`config.mk`:
```
export PLATFORM = sky130hd
export DESIGN_NAME = crf_top
export DESIGN_NICKNAME = d
export VERILOG_FILES = /design/src/rtl/crf_pkg.sv /design/src/rtl/crf_sync2.sv /design/src/rtl/crf_tdu.sv /design/src/rtl/crf_top.sv
export SDC_FILE = /design/constraint.sdc
export NUM_CORES = 1
export LEC_CHECK = 0
export BUFFER_PORTS_ARGS = -buffer_cell sky130_fd_sc_hd__buf_2
export CORE_ASPECT_RATIO = 2
export CORE_UTILIZATION = 45
export CTS_BUF_LIST = sky130_fd_sc_hd__clkbuf_4 sky130_fd_sc_hd__clkbuf_8 sky130_fd_sc_hd__clkbuf_16
export CTS_CLUSTER_DIAMETER = 150
export CTS_CLUSTER_SIZE = 28
export DETAILED_ROUTE_END_ITERATION = 10
export GPL_TIMING_DRIVEN = 0
export SLEW_MARGIN = 0
export SYNTH_ARGS = -nofsm -noshare
export SYNTH_HDL_FRONTEND = slang
export SYNTH_HIERARCHICAL = 1
export SYNTH_SLANG_ARGS = --single-unit
```
`constraint.sdc`:
```
create_clock -name mclk -period 3.5 [get_ports mclk]
set_input_delay 0.35 -clock mclk [delete_from_list [all_inputs] [get_ports mclk]]
set_output_delay 0.35 -clock mclk [all_outputs]
set_load 0.05 [all_outputs]
```
`src/rtl/crf_pkg.sv`:
```
// Constants and types shared by the capture routing channel
package crf_pkg;

  localparam int WORD_W = 24;
  localparam int TOUT_W = 16;
  localparam int NTF_W  = 5;
  localparam int FLG_W  = 3;

  localparam logic [7:0] ADDR_CTRL   = 8'h00;
  localparam logic [7:0] ADDR_TOUT   = 8'h04;
  localparam logic [7:0] ADDR_NOTIFY = 8'h08;
  localparam logic [7:0] ADDR_MASK   = 8'h0c;
  localparam logic [7:0] ADDR_STATUS = 8'h10;
  localparam logic [7:0] ADDR_EDGE_COUNTER_VALUE   = 8'h14;

  localparam int CTRL_ROUTE_EN = 0;
  localparam int CTRL_CHAN_EN  = 1;
  localparam int CTRL_EDGE_LSB = 2;
  localparam int CTRL_W0_LSB   = 4;
  localparam int CTRL_W1_LSB   = 6;
  localparam int CTRL_W        = 8;

  localparam int NTF_CAPT = 0;
  localparam int NTF_DONE = 1;
  localparam int NTF_OVF  = 3;
  localparam int NTF_TOUT = 4;

  localparam int FLG_LEVEL = 0;
  localparam int FLG_OVF   = 1;
  localparam int FLG_TOUT  = 2;

  localparam logic [CTRL_W-1:0] CTRL_RST = 8'h0c;
  localparam logic [TOUT_W-1:0] TOUT_RST = 16'h0000;
  localparam logic [NTF_W-1:0]  MASK_RST = 5'h00;

  typedef enum logic [1:0] {
    CRF_SRC_TSTAMP  = 2'h0,
    CRF_SRC_EDGE_COUNTER_VALUE    = 2'h1,
    CRF_SRC_LVL_CNT = 2'h2,
    CRF_SRC_ZERO    = 2'h3
  } crf_src_t;

  typedef enum logic [1:0] {
    CRF_IDLE = 2'b01,
    CRF_BUSY = 2'b10
  } crf_state_t;

endpackage

```
`src/rtl/crf_sync2.sv`:
```
// Two-stage synchroniser for pin inputs
`timescale 1ns/1ps
`default_nettype none
module crf_sync2 #(
  parameter int W = 1
) (
  input  wire logic         mclk,
  input  wire logic         rst_n,
  input  wire logic         ce,
  input  wire logic [W-1:0] d,
  output logic      [W-1:0] q
);
  logic [W-1:0] meta_r;
  logic [W-1:0] meta_nxt;
  logic [W-1:0] q_r;
  logic [W-1:0] q_nxt;

  always_comb begin
    meta_nxt = ce ? d : meta_r;
    q_nxt    = ce ? meta_r : q_r;
  end

  always_ff @(posedge mclk or negedge rst_n) begin
    if (!rst_n) begin
      meta_r <= '0;
      q_r    <= '0;
    end else begin
      meta_r <= meta_nxt;
      q_r    <= q_nxt;
    end
  end

  assign q = q_r;
endmodule
`default_nettype wire

```
`src/rtl/crf_tdu.sv`:
```
// Timeout unit: pulses when no edge is seen for a programmed span
`timescale 1ns/1ps
`default_nettype none
module crf_tdu #(
  parameter int TW = 16
) (
  input  wire logic          mclk,
  input  wire logic          rst_n,
  input  wire logic          ce,
  input  wire logic [TW-1:0] limit,
  input  wire logic          restart,
  output logic               tout
);
  logic [TW-1:0] cnt_r;
  logic [TW-1:0] cnt_nxt;
  logic          tout_r;
  logic          tout_nxt;
  logic [TW-1:0] cnt_inc;

  always_comb begin
    cnt_inc  = TW'(cnt_r + 1'b1);
    cnt_nxt  = cnt_r;
    tout_nxt = 1'b0;
    if (ce) begin
      if (restart || limit == '0) begin
        cnt_nxt = '0;
      end else if (cnt_inc == limit) begin
        // Rearms so a dead input keeps reporting
        cnt_nxt  = '0;
        tout_nxt = 1'b1;
      end else begin
        cnt_nxt = cnt_inc;
      end
    end else begin
      tout_nxt = tout_r;
    end
  end

  always_ff @(posedge mclk or negedge rst_n) begin
    if (!rst_n) begin
      cnt_r  <= '0;
      tout_r <= 1'b0;
    end else begin
      cnt_r  <= cnt_nxt;
      tout_r <= tout_nxt;
    end
  end

  assign tout = tout_r & ce;
endmodule
`default_nettype wire

```
`src/rtl/crf_top.sv`:
```
// Timer input channel feeding captures and flags to the routing unit
`timescale 1ns/1ps
`default_nettype none
module crf_top #(
  parameter int WW = crf_pkg::WORD_W,
  parameter int TW = crf_pkg::TOUT_W
) (
  input  wire logic                   mclk,
  input  wire logic                   rst_n,
  input  wire logic                   ce,
  input  wire logic [7:0]             paddr,
  input  wire logic                   psel,
  input  wire logic                   penable,
  input  wire logic                   pwrite,
  input  wire logic [31:0]            pwdata,
  output logic      [31:0]            prdata,
  output logic                        pready,
  output logic                        pslverr,
  input  wire logic                   sig_in,
  input  wire logic                   route_slot,
  input  wire logic                   route_ack,
  output logic                        route_req,
  output logic      [WW-1:0]          route_w0,
  output logic      [WW-1:0]          route_w1,
  output logic      [crf_pkg::FLG_W-1:0] route_flags,
  output logic                        irq
);
  import crf_pkg::*;

  localparam int SLOT_W = 2 * WW + FLG_W;

  function automatic logic [WW-1:0] word_pick(
    input logic [1:0]    sel,
    input logic [WW-1:0] ts,
    input logic [WW-1:0] ec,
    input logic          lvl
  );
    logic [WW-1:0] w;
    w = '0;
    case (crf_src_t'(sel))
      CRF_SRC_TSTAMP:  w = ts;
      CRF_SRC_EDGE_COUNTER_VALUE:    w = ec;
      CRF_SRC_LVL_CNT: w = {lvl, ec[WW-2:0]};
      default:         w = '0;
    endcase
    return w;
  endfunction

  //////////////////////////////////////////////////////////////////////////
  logic              lvl_s;
  logic              lvl_q_r;
  logic              tout_ev;
  logic [CTRL_W-1:0] ctrl_r;
  logic [CTRL_W-1:0] ctrl_nxt;
  logic [TW-1:0]     tlim_r;
  logic [TW-1:0]     tlim_nxt;
  logic [NTF_W-1:0]  ntf_r;
  logic [NTF_W-1:0]  ntf_nxt;
  logic [NTF_W-1:0]  mask_r;
  logic [NTF_W-1:0]  mask_nxt;
  logic [31:0]       prdata_r;
  logic [31:0]       prdata_nxt;
  logic              miss_r;
  logic              miss_nxt;
  logic [WW-1:0]     ts_r;
  logic [WW-1:0]     ts_nxt;
  logic [WW-1:0]     edge_counter_value_r;
  logic [WW-1:0]     edge_counter_value_nxt;
  crf_state_t        st_r;
  crf_state_t        st_nxt;
  logic [SLOT_W-1:0] act_r;
  logic [SLOT_W-1:0] act_nxt;
  logic [SLOT_W-1:0] shd_r;
  logic [SLOT_W-1:0] shd_nxt;
  logic              shd_v_r;
  logic              shd_v_nxt;
  logic              capture;
  logic              req_ev;
  logic              busy;
  logic              ev_busy;
  logic              acked;
  logic              s_v;
  logic [SLOT_W-1:0] s_slot;
  logic [SLOT_W-1:0] new_slot;
  logic              setup;
  logic              wr_acc;
  logic [NTF_W-1:0]  ntf_set;
  logic [NTF_W-1:0]  ntf_clr;

  crf_sync2 #(.W(1)) u_sync (
    .mclk  (mclk),
    .rst_n (rst_n),
    .ce    (ce),
    .d     (sig_in),
    .q     (lvl_s)
  );

  crf_tdu #(.TW(TW)) u_tdu (
    .mclk    (mclk),
    .rst_n   (rst_n),
    .ce      (ce),
    .limit   (tlim_r),
    .restart (lvl_s ^ lvl_q_r),
    .tout    (tout_ev)
  );

  //////////////////////////////////////////////////////////////////////////
  // Capture and routing request
  assign capture = ctrl_r[CTRL_CHAN_EN] & ce &
                   ((lvl_s & ~lvl_q_r & ctrl_r[CTRL_EDGE_LSB]) |
                    (~lvl_s & lvl_q_r & ctrl_r[CTRL_EDGE_LSB+1]));
  assign busy    = (st_r == CRF_BUSY);
  assign req_ev  = ctrl_r[CTRL_ROUTE_EN] &
                   (capture | (tout_ev & ctrl_r[CTRL_CHAN_EN]));
  assign ev_busy = busy & req_ev;
  // ack only counts in a routing slot
  assign acked   = busy & route_ack & route_slot & ce;

  always_comb begin
    edge_counter_value_nxt = capture ? WW'(edge_counter_value_r + 1'b1) : edge_counter_value_r;
    ts_nxt   = ce ? WW'(ts_r + 1'b1) : ts_r;
    // level and words in one slot
    new_slot = {word_pick(ctrl_r[CTRL_W0_LSB+:2], ts_r, edge_counter_value_nxt, lvl_s),
                word_pick(ctrl_r[CTRL_W1_LSB+:2], ts_r, edge_counter_value_nxt, lvl_s),
                tout_ev, ev_busy, lvl_s};
    // late event lands in shadow, taken at ack
    s_v      = shd_v_r | ev_busy;
    s_slot   = ev_busy ? new_slot : shd_r;
    st_nxt    = st_r;
    act_nxt   = act_r;
    shd_nxt   = shd_r;
    shd_v_nxt = shd_v_r;
    case (st_r)
      CRF_IDLE: begin
        if (req_ev) begin
          act_nxt = new_slot;
          st_nxt  = CRF_BUSY;
        end
      end
      CRF_BUSY: begin
        if (acked) begin
          shd_v_nxt = 1'b0;
          if (s_v) begin
            act_nxt = s_slot;
          end else begin
            st_nxt = CRF_IDLE;
          end
        end else if (ce) begin
          // later event overwrites shadow, overflow set
          shd_v_nxt = s_v;
          shd_nxt   = s_slot;
        end
      end
      default: begin
        st_nxt    = CRF_IDLE;
        shd_v_nxt = 1'b0;
      end
    endcase
  end

  //////////////////////////////////////////////////////////////////////////
  // Register bus
  assign setup   = psel & ~penable & ce;
  assign wr_acc  = psel & penable & pwrite & ce & ~miss_r;
  assign ntf_set = {tout_ev & ctrl_r[CTRL_CHAN_EN], ev_busy, 1'b0,
                    acked, capture};
  assign ntf_clr = (wr_acc && paddr == ADDR_NOTIFY) ?
                   pwdata[NTF_W-1:0] : '0;

  always_comb begin
    ctrl_nxt   = ctrl_r;
    tlim_nxt   = tlim_r;
    mask_nxt   = mask_r;
    // Set beats a simultaneous clear
    ntf_nxt    = (ntf_r & ~ntf_clr) | ntf_set;
    prdata_nxt = prdata_r;
    miss_nxt   = miss_r;
    if (wr_acc) begin
      case (paddr)
        ADDR_CTRL: ctrl_nxt = pwdata[CTRL_W-1:0];
        ADDR_TOUT: tlim_nxt = pwdata[TW-1:0];
        ADDR_MASK: mask_nxt = pwdata[NTF_W-1:0];
        default:   ;
      endcase
    end
    // Read data fixed in setup so it is a flop at access
    if (setup) begin
      miss_nxt   = 1'b0;
      prdata_nxt = '0;
      case (paddr)
        ADDR_CTRL:   prdata_nxt = 32'(ctrl_r);
        ADDR_TOUT:   prdata_nxt = 32'(tlim_r);
        ADDR_NOTIFY: prdata_nxt = 32'(ntf_r);
        ADDR_MASK:   prdata_nxt = 32'(mask_r);
        ADDR_STATUS: prdata_nxt = 32'({shd_v_r, busy, lvl_s});
        ADDR_EDGE_COUNTER_VALUE:   prdata_nxt = 32'(edge_counter_value_r);
        default:     miss_nxt   = 1'b1;
      endcase
    end
  end

  always_ff @(posedge mclk or negedge rst_n) begin
    if (!rst_n) begin
      ctrl_r   <= CTRL_RST;
      tlim_r   <= TOUT_RST;
      mask_r   <= MASK_RST;
      ntf_r    <= '0;
      prdata_r <= '0;
      miss_r   <= 1'b0;
      lvl_q_r  <= 1'b0;
      ts_r     <= '0;
      edge_counter_value_r   <= '0;
      st_r     <= CRF_IDLE;
      act_r    <= '0;
      shd_r    <= '0;
      shd_v_r  <= 1'b0;
    end else begin
      ctrl_r   <= ctrl_nxt;
      tlim_r   <= tlim_nxt;
      mask_r   <= mask_nxt;
      ntf_r    <= ntf_nxt;
      prdata_r <= prdata_nxt;
      miss_r   <= miss_nxt;
      lvl_q_r  <= ce ? lvl_s : lvl_q_r;
      ts_r     <= ts_nxt;
      edge_counter_value_r   <= edge_counter_value_nxt;
      st_r     <= st_nxt;
      act_r    <= act_nxt;
      shd_r    <= shd_nxt;
      shd_v_r  <= shd_v_nxt;
    end
  end

  assign prdata      = prdata_r;
  assign pready      = ce;
  assign pslverr     = psel & penable & miss_r;
  assign route_req   = busy;
  assign route_w0    = act_r[SLOT_W-1 -: WW];
  assign route_w1    = act_r[FLG_W +: WW];
  assign route_flags = act_r[FLG_W-1:0];
  assign irq         = |(ntf_r & mask_r);
endmodule
`default_nettype wire

```
==> summary.md <==
| Metric | Value |
|---|---|
| Status | `completed` |
| Post-synthesis cell type count | `82` |
| Switching Share | `25.9%` |
| HPWL after detailed placement | `27300 µm` |
| Leak | `6.15 nW` |
| Critical Path Sink Type | `flop` |
| Hold WS | `0.0764 ns` |
| Final min period | `3.28 ns` |
| Hold EP | `tlim_r[15]` |
| Die Span Y | `229 µm` |
| Pwr/cell area | `372 nW/µm²` |
| Worst reg2reg path endpoint | `u_tdu/cnt_r[13]` |
| CP Cell Sequence | `ha_1 -> nand3_1 -> buf_2 -> nor2_1 -> xnor2_1 -> o21ai_0 -> o21ai_1 -> o21ai_4 -> buf_6 -> nor2_1 -> a211o_1` |
| Hold Path Depth | `2` |
| Initial Util | `46.0%` |
| Critical path arrival | `3.64 ns` |
| Seq pwr share | `57.4%` |
| Global Route Usage Sum | `27.7%` |
| Crit path kind | `reg -> reg` |
| Routed length per instance | `21.3 µm` |
| DR iter-0 viols | `536` |
| Reg2reg setup slack | `0.22 ns` |
| Synthesized flop and latch total | `232` |
| Layout Nets | `1369` |
| Worst Skew | `0.0340 ns` |
| Clock net sink count | `232` |
| Layout area overhead | `12.4%` |
| Residual DRC count | `0` |
| Postcts setup bufs | `0` |
| Net load switching power | `1.26 mW` |
| CTS Buf Count | `12` |
| Hold WC Path Type | `in -> reg` |
| Worst EP required | `3.86 ns` |
| Crit path launch type | `flop` |
| Most used DFF post-synth | `dfrtp_1` |
| R2R depth | `11` |
| CTS tree | `yes` |
| Slew headroom | `15.3%` |
| Gate power share | `8.9%` |
| Placed Cells | `1636` |
| # setup viols final | `0` |
| Gr ovfl total | `0` |
| Warnings, synthesis | `6` |
| Largest stage delay, worst path | `0.52 ns` |
| Core area | `25200 µm²` |
| IO buf count | `109` |
| Worst-margin pin slew | `1.27 ns` |
| # diodes | `0` |
| Crit path max-delay family | `compound AO/OA/AOI/OAI gates` |
| Max VDD drop | `0.000338 V` |
| Final cycle utilization of the critical path | `93.6%` |
| Async SR Flop Fraction | `100%` |
| Syn Area/Cell | `9.83 µm²` |
| WP buf/inv | `2` |
| Largest net degree at the start of global routing | `114` |
| Sequential share of the synthesized area | `50.0%` |
| Endpoints failing hold | `0` |
| Clock latency on the worst-skew pair | `0.50 ns` |
| RSZ-0062 raised after global routing | `no` |
| Clock Tree Root | `clkbuf_16` |
| Row count | `82` |
| Slew Viols, Final | `0` |
| GPL Wtd Cong | `0.950` |
| Min-delay src | `pwdata[15]` |
| CTS H-tree depth | `1` |
| Via/cell ratio | `5.76` |
| Maximum net fanout on the critical path | `10` |
| Worst r2r src | `u_tdu/cnt_r[0]` |
| Vias in the first global route | `9805` |
| Layout cells sized above 1 | `17.6%` |
| IO Pins | `136` |
| Slowest-stage cell, CP | `dfrtp_1` |
| Clk buf depth | `3` |
| MaxCap Viol Count | `0` |
| Internal | `3.60 mW` |
| Cell repeated most along the worst path | `nor2_1` |
| First-pass GRT wire length | `55100 µm` |
| Peak Freq | `0.305 GHz` |
| Die Wd | `116 µm` |
| Clock power share | `33.7%` |
| Antenna Nets Post-Route | `0` |
| Post-Route WL | `35200 µm` |
| Vias | `9530` |
| Post-synthesis cell count | `1182` |
| Die footprint | `26500 µm²` |
| Mapped Area | `11600 µm²` |
| Detailed Routing Iterations Pass 1 | `6` |
| Post-synth EDFFs | `0` |
| Layout Cells excl Fill | `1654` |
| Initial antenna violation count | `0` |
| Worst-path clk slew | `0.12 ns` |
==> state kept, by name (all words and copies together), names as in the netlist, 2 cells and up <==
name,count
act_r,51
ctrl_r,8
u_tdu/cnt_r,16
edge_counter_value_r,24
prdata,24
mask_r,5
tlim_r,16
ts_r,24
shd_r,51
ntf_r,5
st_r,2
==> per-stage QoR <==
stage | TNS (ns) | util, % | cell area, µm² | worst slack [ns] | total power, mW
2_1_floorplan | 0 | - | 11600 | 0.871 | 3.07
3_5_place_dp | 0 | 50.2 | 12700 | 0.305 | 3.27
5_1_grt | 0 | 51.7 | 13100 | 0.0280 | 5.03
4_1_cts | 0 | 51.7 | 13100 | 0.269 | 4.90
6_report | 0 | 51.7 | 13100 | 0.223 | 4.86
3_3_place_gp | -478.99 | 50.0 | 12600 | -2.12 | 3.26
==> cell type report <==
cell class	count	area (µm²)
Fill cell	2419	12200
Multi-Input combinational cell	848	5320
Inverter	17	63.8
Buffer	92	449
Clock buffer	16	348
Tap cell	336	420
Timing Repair Buffer	112	621
Sequential cell	232	5810
Clock inverter	1	20.0
==> how the worst max path moves through the flow <==
| stage | endpoint | start | depth (start not counted) | slack, ns |
|---|---|---|---|---|
| 4_1_cts | u_tdu/cnt_r[13] | u_tdu/cnt_r[0] | 10 | 0.27 |
| 3_5_place_dp | u_tdu/cnt_r[13] | u_tdu/cnt_r[0] | 10 | 0.30 |
| 6_report | u_tdu/cnt_r[13] | u_tdu/cnt_r[0] | 11 | 0.22 |
| 2_1_floorplan | u_tdu/cnt_r[13] | u_tdu/cnt_r[0] | 11 | 0.87 |
| 3_3_place_gp | mask_r[3] | rst_n | 1 | -2.12 |
| 5_1_grt | act_r[28] | u_sync/q | 10 | 0.03 |
==> kinds of logic after synthesis <==
kind of cell	after synthesis	synth area share, %
AOI/OAI and AO/OA	283	16.6
xor gates and xnor gates	66	5.56
adders and majority gates	5	0.539
buffers and inverters	109	4.42
DFF	232	50.0
muxes	44	4.58
other	1	0.0323
and+or+nand+nor	442	18.3
==> layout by cell type, fill, tap and decap left out, types with 12 or more instances in the layout <==
master / netlist / routed
nand4_1: 20 / 20
nor2_1: 97 / 97
a22oi_1: 22 / 22
a21oi_1: 16 / 16
dfrtp_1: 229 / 229
buf_2: 22 / 130
and3_1: 13 / 13
o21ai_1: 20 / 20
xor2_1: 23 / 23
mux2_2: 32 / 32
clkbuf_16: 0 / 13
a221oi_1: 40 / 40
clkbuf_1: 53 / 53
o211ai_1: 12 / 12
inv_1: 16 / 16
xnor2_1: 34 / 34
nor3_1: 23 / 23
o21ai_0: 98 / 98
nand2_1: 179 / 179
nand3_1: 46 / 46
==> power by group through the flow <==
stage                     clock network [mW]  logic, mW  registers, mW
final                                   1.64      0.433           2.79
after global routing                    1.75      0.478           2.80
after CTS                               1.68      0.435           2.79
after global placement                     0      0.419           2.84
after detailed placement                   0      0.433           2.84
after floorplan                            0      0.235           2.83
==> cell usage after synthesis, types with 7 or more instances <==
library cell	n	area share, %
nand2_1	179	5.8
xnor2_1	34	2.6
a221oi_1	40	3.0
mux2i_1	7	0.60
o21ai_1	20	0.86
buf_4	11	0.71
inv_1	16	0.52
dfrtp_1	229	49
mux2_2	32	3.1
a22oi_1	22	1.4
o211ai_1	12	0.78
o21ai_0	98	4.2
nor2_1	97	3.1
xnor2_2	9	1.3
nand4_1	20	1.1
nor3_1	23	0.99
xor2_1	23	1.7
nor4_1	9	0.48
nand3_1	46	2.0
a211o_1	7	0.53
a211oi_1	9	0.58
clkbuf_1	53	1.7
nand2b_1	11	0.59
and3_1	13	0.70
buf_2	22	0.95
a21oi_1	16	0.69
==> routing by layer <==
layer  vias to the layer above  GRT usage [%]  part of all wire [%]
li1                       4486              -                     -
met2                       238           51.8                    55
met4                         0           15.7                   6.4
met5                         -              0                     0
met1                      4705           29.8                    36
met3                       101           2.25                   2.9
==> what timing repair did <==
action / CTS / global route
hold buffers: 1 / 0
setup endpoints to repair: 0 / 0
resized for setup: 0 / 0
hold endpoints to repair: 30 / 0
(Power assumes the default switching activity.)
